===== src/include/rie_defines.svh =====
// Constants for the reset and interrupt exception unit.
// Notes on behaviour
// - Reset outranks everything; its vector fetch starts as soon as reset ends.
// - Interrupts are taken only at an instruction boundary, never mid-exception.
// - Chip clear pin low halts all processing and holds the reset state.
// - Reset initializes CPU and peripheral state and sets the global mask to one.
// - After reset the program counter loads from vector bytes 0x0000 and 0x0001.
// - Interrupts stay masked until the first instruction after reset has run.
// - Thirteen external and twenty-four internal request inputs are accepted.
// - The highest-priority pending request wins; vector number order, 20 lowest.
// - With the global mask set, flags still set but nothing is accepted.
// - Each external and wake pin picks rising or falling edge detection.
// - External pins use vectors 4 to 8; all wake pins share vector 9.
// - Timers use vectors 11, 12, 13, 14 and 15 as assigned.
// - First serial unit uses 10; async serial channels use 17 and 18.
// - Capture timer uses vector 16; conversion end uses vector 19.
// - Edge select zero means falling edge and is the reset value.
`ifndef RIE_DEFINES_SVH
`define RIE_DEFINES_SVH

// ----------------------------------------------------------------------
// Register offsets (byte addresses)
// ----------------------------------------------------------------------
`define RIE_OFS_CTRL 8'h00
`define RIE_OFS_EDGE 8'h04
`define RIE_OFS_FLAG 8'h08
`define RIE_OFS_ILVL 8'h0c
`define RIE_OFS_STAT 8'h10

// ----------------------------------------------------------------------
// Field positions and reset values
// ----------------------------------------------------------------------
`define RIE_CTRL_MASK_BIT 0
`define RIE_EDGE_RST 13'h0000
`define RIE_MASK_RST 1'b1

// ----------------------------------------------------------------------
// Vector numbers
// ----------------------------------------------------------------------
`define RIE_VEC_RESET 5'h00
`define RIE_VEC_EXT0 5'h04
`define RIE_VEC_WAKE 5'h09
`define RIE_VEC_SER1 5'h0a
`define RIE_VEC_LOWEST 5'h14

// Internal request bit positions and their vectors.
`define RIE_IRQ_SER1 0
`define RIE_IRQ_ITMR 1
`define RIE_IRQ_ACNT 2
`define RIE_IRQ_UDTM 3
`define RIE_IRQ_CTL_LO 4
`define RIE_IRQ_CTH_LO 6
`define RIE_IRQ_CAP_LO 8
`define RIE_IRQ_AS1_LO 10
`define RIE_IRQ_AS2_LO 16
`define RIE_IRQ_ADC 22
`define RIE_IRQ_SLEEP 23

`endif


===== src/include/rie_pkg.sv =====
// Types shared by the reset and interrupt exception unit.
package rie_pkg;
  typedef enum logic [4:0] {
    RIE_ST_RESET = 5'b00001,
    RIE_ST_RUN = 5'b00010,
    RIE_ST_FETCH_HI = 5'b00100,
    RIE_ST_FETCH_LO = 5'b01000,
    RIE_ST_BRANCH = 5'b10000
  } rie_state_e;

  typedef logic [4:0] rie_vec_t;
endpackage


===== src/rtl/rie_exc_unit.sv =====
// Reset and interrupt exception sequencer with a Wishbone register port.
`timescale 1ns/1ps
`include "rie_defines.svh"

module rie_exc_unit
  import rie_pkg::*;
#(
  parameter int EXT_N = 5,
  parameter int WAKE_N = 8,
  parameter int INT_N = 24
) (
  input wire logic clk_i,
  input wire logic rst_i,
  input wire logic chip_clear_pin_n_i,
  input wire logic [EXT_N-1:0] ext_edge_req_i,
  input wire logic [WAKE_N-1:0] wake_pin_req_i,
  input wire logic [INT_N-1:0] int_req_i,
  input wire logic insn_done_i,
  input wire logic [7:0] fetch_data_i,
  input wire logic fetch_valid_i,
  output logic cpu_halt_o,
  output logic periph_init_o,
  output logic fetch_req_o,
  output logic [15:0] fetch_addr_o,
  output logic branch_o,
  output logic [15:0] branch_addr_o,
  output logic [4:0] vec_num_o,
  output logic global_mask_o,
  input wire logic wb_cyc_i,
  input wire logic wb_stb_i,
  input wire logic wb_we_i,
  input wire logic [7:0] wb_adr_i,
  input wire logic [3:0] wb_sel_i,
  input wire logic [31:0] wb_dat_i,
  output logic [31:0] wb_dat_o,
  output logic wb_ack_o
);

  localparam int PIN_N = EXT_N + WAKE_N;

  // --------------------------------------------------------------------
  // Helpers
  // --------------------------------------------------------------------
  // Lowest set vector number wins; a result of zero means nothing is pending.
  function automatic rie_vec_t rie_pick(input logic [20:0] pend);
    rie_vec_t v;
    v = 5'h00;
    for (int i = 20; i >= 4; i--) begin
      if (pend[i]) begin
        v = rie_vec_t'(i);
      end
    end
    return v;
  endfunction

  function automatic logic [15:0] rie_slot(input rie_vec_t v,
                                           input logic odd);
    return {10'h000, v, odd};
  endfunction

  // --------------------------------------------------------------------
  // State
  // --------------------------------------------------------------------
  rie_state_e state;
  rie_state_e next_state;
  logic in_reset;
  logic mask;
  logic first_insn;
  logic [PIN_N-1:0] pin_prev;
  logic [PIN_N-1:0] pin_flag;
  logic [PIN_N-1:0] edge_sel;
  logic [PIN_N-1:0] pin_now;
  logic [PIN_N-1:0] pin_edge;
  logic [20:0] pend;
  rie_vec_t win_vec;
  rie_vec_t cur_vec;
  logic [7:0] hi_byte;
  logic take_irq;
  logic wb_req;
  logic wb_wr;
  logic [PIN_N-1:0] flag_clr;
  logic [31:0] rd_data;

  // Chip clear low resets sequencer, flags and mask; only rst_i resets the Wishbone slave.
  assign in_reset = rst_i | ~chip_clear_pin_n_i;
  assign pin_now = {wake_pin_req_i, ext_edge_req_i};

  // --------------------------------------------------------------------
  // Edge detection and request flags
  // --------------------------------------------------------------------
  always_comb begin
    for (int i = 0; i < PIN_N; i++) begin
      // Zero picks the falling edge, one the rising edge.
      pin_edge[i] = edge_sel[i] ? (pin_now[i] & ~pin_prev[i])
                                : (~pin_now[i] & pin_prev[i]);
    end
  end

  always_ff @(posedge clk_i) begin
    pin_prev <= pin_now;
  end

  assign wb_req = wb_cyc_i & wb_stb_i & ~wb_ack_o;
  assign wb_wr = wb_req & wb_we_i;

  // Writing zero to a flag bit clears it, one leaves it alone.
  always_comb begin
    flag_clr = '0;
    if (wb_wr && wb_adr_i == `RIE_OFS_FLAG) begin
      for (int i = 0; i < PIN_N; i++) begin
        if (wb_sel_i[i/8]) begin
          flag_clr[i] = ~wb_dat_i[i];
        end
      end
    end
  end

  always_ff @(posedge clk_i) begin
    if (in_reset) begin
      pin_flag <= '0;
    end else begin
      // Flags set regardless of the mask; a new edge beats a clear.
      pin_flag <= (pin_flag & ~flag_clr) | pin_edge;
    end
  end

  always_ff @(posedge clk_i) begin
    if (in_reset) begin
      edge_sel <= `RIE_EDGE_RST;
    end else if (wb_wr && wb_adr_i == `RIE_OFS_EDGE) begin
      for (int i = 0; i < PIN_N; i++) begin
        if (wb_sel_i[i/8]) begin
          edge_sel[i] <= wb_dat_i[i];
        end
      end
    end
  end

  // --------------------------------------------------------------------
  // Priority map
  // --------------------------------------------------------------------
  always_comb begin
    pend = '0;
    // External pins take vectors 4 to 8, wake pins share 9.
    pend[8:4] = pin_flag[4:0];
    pend[`RIE_VEC_WAKE] = |pin_flag[PIN_N-1:EXT_N];
    // Timer, serial, conversion-end and sleep vectors.
    pend[`RIE_VEC_SER1] = int_req_i[`RIE_IRQ_SER1];
    pend[11] = int_req_i[`RIE_IRQ_ITMR];
    pend[12] = int_req_i[`RIE_IRQ_ACNT];
    pend[13] = int_req_i[`RIE_IRQ_UDTM];
    pend[14] = |int_req_i[`RIE_IRQ_CTL_LO +: 2];
    pend[15] = |int_req_i[`RIE_IRQ_CTH_LO +: 2];
    pend[16] = |int_req_i[`RIE_IRQ_CAP_LO +: 2];
    pend[17] = |int_req_i[`RIE_IRQ_AS1_LO +: 6];
    pend[18] = |int_req_i[`RIE_IRQ_AS2_LO +: 6];
    pend[19] = int_req_i[`RIE_IRQ_ADC];
    pend[`RIE_VEC_LOWEST] = int_req_i[`RIE_IRQ_SLEEP];
  end

  assign win_vec = rie_pick(pend);

  // Masked requests are not dropped, they simply wait here.
  // Only at an instruction boundary in normal running.
  assign take_irq = (state == RIE_ST_RUN) & insn_done_i & ~mask &
                    ~first_insn & (win_vec != `RIE_VEC_RESET);

  // --------------------------------------------------------------------
  // Sequencer
  // --------------------------------------------------------------------
  always_comb begin
    next_state = state;
    case (state)
      // Reset fetch begins the first cycle after release.
      RIE_ST_RESET: next_state = RIE_ST_FETCH_HI;
      RIE_ST_RUN: begin
        if (take_irq) begin
          next_state = RIE_ST_FETCH_HI;
        end
      end
      RIE_ST_FETCH_HI: begin
        if (fetch_valid_i) begin
          next_state = RIE_ST_FETCH_LO;
        end
      end
      RIE_ST_FETCH_LO: begin
        if (fetch_valid_i) begin
          next_state = RIE_ST_BRANCH;
        end
      end
      RIE_ST_BRANCH: next_state = RIE_ST_RUN;
      default: next_state = RIE_ST_RESET;
    endcase
  end

  always_ff @(posedge clk_i) begin
    if (in_reset) begin
      state <= RIE_ST_RESET;
    end else begin
      state <= next_state;
    end
  end

  always_ff @(posedge clk_i) begin
    if (in_reset) begin
      cur_vec <= `RIE_VEC_RESET;
    end else if (take_irq) begin
      cur_vec <= win_vec;
    end
  end

  always_ff @(posedge clk_i) begin
    if (in_reset) begin
      hi_byte <= 8'h00;
    end else if (state == RIE_ST_FETCH_HI && fetch_valid_i) begin
      hi_byte <= fetch_data_i;
    end
  end

  // Vector fetch port: held until the memory answers.
  always_ff @(posedge clk_i) begin
    if (in_reset) begin
      fetch_req_o <= 1'b0;
      fetch_addr_o <= 16'h0000;
    end else begin
      case (next_state)
        RIE_ST_FETCH_HI: begin
          fetch_req_o <= 1'b1;
          fetch_addr_o <= rie_slot(
              (state == RIE_ST_RESET) ? `RIE_VEC_RESET : (take_irq ?
              win_vec : cur_vec), 1'b0);
        end
        RIE_ST_FETCH_LO: begin
          fetch_req_o <= 1'b1;
          fetch_addr_o <= rie_slot(cur_vec, 1'b1);
        end
        default: begin
          fetch_req_o <= 1'b0;
          fetch_addr_o <= fetch_addr_o;
        end
      endcase
    end
  end

  always_ff @(posedge clk_i) begin
    if (in_reset) begin
      branch_o <= 1'b0;
      branch_addr_o <= 16'h0000;
      vec_num_o <= `RIE_VEC_RESET;
    end else begin
      branch_o <= (state == RIE_ST_FETCH_LO) & fetch_valid_i;
      if (state == RIE_ST_FETCH_LO && fetch_valid_i) begin
        branch_addr_o <= {hi_byte, fetch_data_i};
        vec_num_o <= cur_vec;
      end
    end
  end

  // Halt and peripheral initialization are registered copies of the reset condition, one cycle later.
  always_ff @(posedge clk_i) begin
    cpu_halt_o <= in_reset;
    periph_init_o <= in_reset;
  end

  // --------------------------------------------------------------------
  // Global mask and first-instruction guard
  // --------------------------------------------------------------------
  // Software may clear the mask before the first instruction retires,
  // so a separate guard keeps the stack-pointer setup safe.
  always_ff @(posedge clk_i) begin
    if (in_reset) begin
      first_insn <= 1'b1;
    end else if (state == RIE_ST_RUN && insn_done_i) begin
      first_insn <= 1'b0;
    end
  end

  always_ff @(posedge clk_i) begin
    if (in_reset) begin
      mask <= `RIE_MASK_RST;
    end else if (take_irq) begin
      mask <= 1'b1;
    end else if (wb_wr && wb_adr_i == `RIE_OFS_CTRL && wb_sel_i[0]) begin
      mask <= wb_dat_i[`RIE_CTRL_MASK_BIT];
    end
  end

  always_ff @(posedge clk_i) begin
    if (in_reset) begin
      global_mask_o <= `RIE_MASK_RST;
    end else begin
      global_mask_o <= mask;
    end
  end

  // --------------------------------------------------------------------
  // Wishbone slave
  // --------------------------------------------------------------------
  always_comb begin
    rd_data = 32'h0000_0000;
    case (wb_adr_i)
      `RIE_OFS_CTRL: rd_data[`RIE_CTRL_MASK_BIT] = mask;
      `RIE_OFS_EDGE: rd_data[PIN_N-1:0] = edge_sel;
      `RIE_OFS_FLAG: rd_data[PIN_N-1:0] = pin_flag;
      `RIE_OFS_ILVL: rd_data[INT_N-1:0] = int_req_i;
      `RIE_OFS_STAT: rd_data = {19'h00000, first_insn, cur_vec, 2'b00,
                                state};
      default: rd_data = 32'h0000_0000;
    endcase
  end

  // Every access, mapped or not, is answered one cycle later.
  always_ff @(posedge clk_i) begin
    if (rst_i) begin
      wb_ack_o <= 1'b0;
      wb_dat_o <= 32'h0000_0000;
    end else begin
      wb_ack_o <= wb_req;
      if (wb_req && !wb_we_i) begin
        wb_dat_o <= rd_data;
      end
    end
  end

endmodule // rie_exc_unit


===== config.mk =====
export PLATFORM = sky130hd
export DESIGN_NAME = rie_exc_unit
export DESIGN_NICKNAME = d
export VERILOG_FILES = /design/src/include/rie_pkg.sv /design/src/rtl/rie_exc_unit.sv
export VERILOG_INCLUDE_DIRS = /design/src /design/src/include
export SDC_FILE = /design/constraint.sdc
export NUM_CORES = 1
export LEC_CHECK = 0
export BUFFER_PORTS_ARGS = -buffer_cell sky130_fd_sc_hd__clkbuf_2
export CAP_MARGIN = 30
export CORE_MARGIN = 3
export CORE_UTILIZATION = 50
export CTS_CLUSTER_DIAMETER = 40
export DETAILED_ROUTE_END_ITERATION = 10
export HOLD_SLACK_MARGIN = 0.1
export PLACE_DENSITY_LB_ADDON = 0.05
export SLEW_MARGIN = 30
export SYNTH_ARGS = -nofsm -noshare
export SYNTH_HDL_FRONTEND = slang
export SYNTH_SLANG_ARGS = --single-unit

===== constraint.sdc =====
create_clock -name clk_i -period 3.7 [get_ports clk_i]
set_clock_uncertainty 0.2 [all_clocks]
set_input_delay 0.74 -clock clk_i [delete_from_list [all_inputs] [get_ports clk_i]]
set_output_delay 0.74 -clock clk_i [all_outputs]
set_load 0.1 [all_outputs]

; ---- Yosys cells after proc, flatten, opt, wreduce, memory -nomap -nowiden
; Index checks and enable logic that the tools add are counted.
[op_classes]
n_mux = 55
bitwise = 81
reduce_logical = 22
n_eq_ne = 11
[op_table]
columns = operator, count
row1 = two-way mux 5 bit, 22
row2 = one-hot mux 12 bit (4 select lines), 1
row3 = inverter 1 bit, 43
row4 = AND 1 bit, 34
row5 = one-hot mux 16 bit (2 select lines), 1
row6 = two-way mux 1 bit, 27
row7 = one-hot mux 5 bit (5 select lines), 1
row8 = == test 8 x 4 -> 1 bit (second input constant), 2
row9 = AND 13 bit, 1
row10 = two-way mux 13 bit, 1
row11 = inverter 13 bit, 1
row12 = OR 13 bit, 1
row13 = OR reduction 6 bit, 2
row14 = two-way mux 11 bit, 1
row15 = == test 5 x 3 -> 1 bit (second input constant), 2
row16 = == test 5 x 4 -> 1 bit (second input constant), 2
row17 = OR reduction 2 bit, 5
row18 = == test 8 x 3 -> 1 bit (second input constant), 1
row19 = == test 8 x 5 -> 1 bit (second input constant), 1
row20 = logical AND 1 bit, 8
row21 = zero test 8 bit, 1
row22 = OR reduction 8 bit, 1
row23 = == test 5 x 1 -> 1 bit (second input constant), 1
row24 = == test 5 x 2 -> 1 bit (second input constant), 1
row25 = other kinds (7), 8
[totals]
reg_bits = 125
out_inout_bits = 75
word_cells = 187

; ---- Logic depth before layout (Yosys ltp)
[depth]
word_depth = 24
depth_mapped = 8
ltp_nobuf = 6

; ---- Least setup slack after synthesis
; OpenSTA, ideal clock, no wires.
[synth_path]
kind = input -> register
startpoint = input port int_req_i[15]
endpoint = register fetch_addr_o[1]
setup_slack_ps = 1103
path_buffers = 0
cell_stages = 6
arrival_time_ps = 2275
setup_ps = 122
required_time_ps = 3378
cell_sequence = nor4_4 nor4b_2 a21oi_1 or4_1 a32o_1 a221o_1
[synth_between]
elab_chain_cells = 21
[synth_rtl]
columns = item, line
row1 = "start, declared", rie_exc_unit.sv:17  ; input wire logic [INT_N-1:0] int_req_i,
row2 = OR reduction 6 bit *, rie_exc_unit.sv:155  ; pend[17] = |int_req_i[`RIE_IRQ_AS1_LO +: 6];
row3 = two-way mux 5 bit * (14 in series), rie_exc_unit.sv:49  ; if (pend[i]) begin
row4 = nonzero test 5 bit (no source line), --
row5 = AND 1 bit, rie_exc_unit.sv:165  ; assign take_irq = (state == RIE_ST_RUN) & insn_done_i & ~mask &
row6 = two-way mux 5 bit, rie_exc_unit.sv:177  ; if (take_irq) begin
row7 = one-hot mux 5 bit (5 select lines), rie_exc_unit.sv:173  ; case (state)
row8 = == test 5 x 4 -> 1 bit / == test 5 x 3 -> 1 bit (equally long branches), rie_exc_unit.sv:226  ; case (next_state)
row9 = one-hot mux 16 bit (2 select lines) / nonzero test 2 bit (equally long branches), --
row10 = "end signal, assigned", rie_exc_unit.sv:229  ; fetch_addr_o <= rie_slot(
row11 = "end signal, assigned", rie_exc_unit.sv:235  ; fetch_addr_o <= rie_slot(cur_vec, 1'b1);
row12 = "end signal, assigned", rie_exc_unit.sv:239  ; fetch_addr_o <= fetch_addr_o;
row13 = "end, declared", rie_exc_unit.sv:24  ; output logic [15:0] fetch_addr_o,
; Mark *: on every way between the ends. The rest lies on a longest branch, timed or not. The select of a mux whose other input is x is not followed.
; A chain may end at the register's enable or synchronous reset.

; ---- Worst setup path in the final report
[layout_path]
startpoint = register pin_flag[10]
endpoint = register fetch_addr_o[3]
[layout_between]
elab_chain_cells = 13
[layout_rtl]
columns = item, line
row1 = "start, declared", rie_exc_unit.sv:70  ; logic [PIN_N-1:0] pin_flag;
row2 = "start signal, assigned", rie_exc_unit.sv:123  ; pin_flag <= (pin_flag & ~flag_clr) | pin_edge;
row3 = OR reduction 8 bit *, rie_exc_unit.sv:146  ; pend[`RIE_VEC_WAKE] = |pin_flag[PIN_N-1:EXT_N];
row4 = two-way mux 5 bit * (6 in series), rie_exc_unit.sv:49
row5 = nonzero test 5 bit (no source line), --
row6 = AND 1 bit, rie_exc_unit.sv:165
row7 = two-way mux 5 bit, rie_exc_unit.sv:177
row8 = one-hot mux 5 bit (5 select lines), rie_exc_unit.sv:173
row9 = == test 5 x 4 -> 1 bit / == test 5 x 3 -> 1 bit (equally long branches), rie_exc_unit.sv:226
row10 = one-hot mux 16 bit (2 select lines) / nonzero test 2 bit (equally long branches), --
; Marks and branches as above.

==> flow_metrics.tcl <==
set metrics [dict create \
    worstPathMaxFanout 6 \
    vias 4853 \
    pin_count 172 \
    diodes 0 \
    netlist_instances 591 \
    drv_slew 0 \
    antenna_found_initial 0 \
    worstSetupPathType "flop to flop" \
    cp-start-kind "flop" \
    cts-root-buf "clkbuf_8" \
    ir_drop_v 0.000239 \
    hold_depth 1 \
    total_power_w 0.00316 \
    synth_area_leaders "dfxtp_1 (46%), nand2_1 (7.7%), a21oi_1 (5.4%)" \
    synthArstFlopShare 0 \
    timing.final.crit_share 0.675 \
    avgRoutedWirePerCell_um 16.3 \
    cts_sinks 115 \
    grt_pass1_vias 4533 \
    fin_tns_setup_ns 0 \
    post-place-ws_ns 0.724 \
    cts_resized 0 \
    run_status "completed" \
    via_per_inst 5.66 \
    synthesis.area_um2 4990 \
    synth.largest_area_cell "dfxtp_1" \
    hold_buffers 0 \
    hold_start "wake_pin_req_i[0]" \
    overflow 0 \
    post_cts_buffers 0 \
    ys_ff_latch 115 \
    r2r_setup_slack_ns 1.20 \
    ys_seq_area_frac 0.461 \
    hold_path.class "input port to flop" \
    cts_tree "yes" \
    syn_area_per_cell_um2 8.44 \
    power.leakage_nw 2.50 \
    setup_violations 0 \
    worstSetupEndpointType "flop" \
    setup_slack_ns 1.20 \
    finalHoldViolations 0 \
    cts_max_path_buffers 2 \
    grt_pass1_wl_um 22500 \
    max_slew_margin 0.395 \
    cp_data_arrival_time_ns 2.70 \
    path_clk_slew_ns 0.06 \
    reg2reg_from "pin_flag[10]" \
    min_to "pin_prev[5]" \
    grt_max_degree 69 \
    r2r_cells 6 \
    dp_hpwl_um 9990 \
    tightest_slew_ns 0.907 \
    drive_gt1_frac 0.266 \
    synth.most_common_cell "dfxtp_1" \
    cp.required_ns 3.90 \
    die_h_um 106 \
    powerDensity_nw_per_um2 505 \
    cts_inserted_buffers 17 \
    max-cap-violations 0 \
    die_x_um 106 \
    finalWorstPathRequiredPeriod_ns 2.50 \
    synth_top_flop_cell "dfxtp_1" \
    synth_top_area_frac 0.461 \
    die_area_um2 11200 \
    synth_edf_count 0 \
    firstDrtPassIters 5 \
    gp_congestion 0.887 \
    max_freq_mhz 400 \
    synth_cell_type_count 57 \
    port_buffers 132 \
    r2r_end "fetch_addr_o[3]" \
    grt_usage 0.250 \
    core-area_um2 9460 \
    synthToLayoutAreaGrowth_pct 25.6 \
    synth_common_cells "dfxtp_1 (115), nand2_1 (103), a21oi_1 (54)" \
    ys.warnings.count 0 \
    nets 812 \
    final_antenna_net_count 0 \
    fillers 807 \
    drt_iter0_drc 393 \
    rsz0062_at_grt "no" \
    start_util 0.528 \
    cts_max_level 4 \
    clk_latency_ns 0.51 \
    routed_wl_um 14000 \
    drc 0 \
    rows 35 \
]
-- power by group --
part           leakage [nW]  total, W  internal [W]  switching (W)
clock                 0.283   0.00163       0.00105       0.000585
sequential            0.934   0.00127       0.00126      0.0000142
combinational          1.28  0.000260     0.0000666       0.000194
total                  2.50   0.00316       0.00237       0.000793
-- critical path: stages, from the launching register on --
cell	delay (ns)
dfxtp_1	0.34
nor4_1	0.57
nand3b_1	0.21
nor3b_2	0.40
a21boi_1	0.24
a2bb2oi_1	0.19
a31o_1	0.22
-- metrics by stage --
| step | area, um2 | std cells | hold WS (ns) | util |
|---|---|---|---|---|
| final | 6270 | 857 | 0.156 | 0.662 |
| after global routing | 6270 | 857 | 0.149 | 0.662 |
| after CTS | 6270 | 857 | 0.148 | 0.662 |
| after detailed placement | 5670 | 825 | 0.244 | 0.600 |
| after global placement | 5670 | 825 | 0.237 | 0.600 |
| after floorplan | 5050 | 608 | 0.231 | - |
-- logic make-up (layout without fill, tap and decap cells) --
logic type,after synthesis,count (layout),synth area share
AND/OR/NAND/NOR,259,259,0.266
AO/OA/AOI/OAI,145,145,0.188
flip-flops,115,115,0.461
buffers and inverters,60,180,0.0612
multiplexers,10,10,0.0203
other,1,18,0.000752
XOR/XNOR,1,1,0.00176
-- worst max path at each step --
stage                   from               to  slack (ns)
6_report        pin_flag[10]  fetch_addr_o[3]        1.20
5_1_grt         pin_flag[11]         state[1]        1.03
4_1_cts        int_req_i[21]  fetch_addr_o[1]        1.24
3_5_place_dp   int_req_i[21]  fetch_addr_o[1]        0.72
3_3_place_gp   int_req_i[21]  fetch_addr_o[1]        0.76
2_1_floorplan  int_req_i[15]  fetch_addr_o[1]        1.10
-- area by class of cell --
class	count	area, um2	share of cell area
inverters	6	22.5	0.00359
multi-input cells	433	2450	0.391
flip-flops and latches	115	2300	0.367
repair buffers	142	736	0.117
clock inverters	11	154	0.0246
well taps	129	161	0.0258
clock buffers	21	439	0.0701
-- registers in the layout (all words and copies together) (netlist names), 5 cells and up --
| signal | cells |
|---|---|
| branch_addr_o | 16 |
| cur_vec | 5 |
| edge_sel | 13 |
| fetch_addr_o | 6 |
| hi_byte | 8 |
| pin_flag | 13 |
| pin_prev | 13 |
| state | 5 |
| vec_num_o | 5 |
| wb_dat_o | 24 |
-- cell usage in the layout, fill, tap and decap left out, types with 5 or more instances in the layout --
master	count
a21oi_1	54
a22oi_1	34
a31oi_1	14
buf_4	10
clkbuf_16	16
clkbuf_2	132
conb_1	18
dfxtp_1	115
inv_1	5
mux2i_1	9
nand2_1	103
nand3_1	21
nand3b_1	16
nor2_1	48
nor3_1	9
nor4_1	7
o21ai_1	15
or3b_2	13
-- per-layer routing --
| metal | global-route usage | vias up | part of all wire |
|---|---|---|---|
| met5 | 0 | - | 0 |
| met4 | 0.105 | 0 | 0.022 |
| met3 | 0.0528 | 23 | 0.079 |
| met2 | 0.383 | 216 | 0.46 |
| met1 | 0.342 | 2285 | 0.44 |
| li1 | - | 2329 | - |
(Power assumes the default switching activity.)
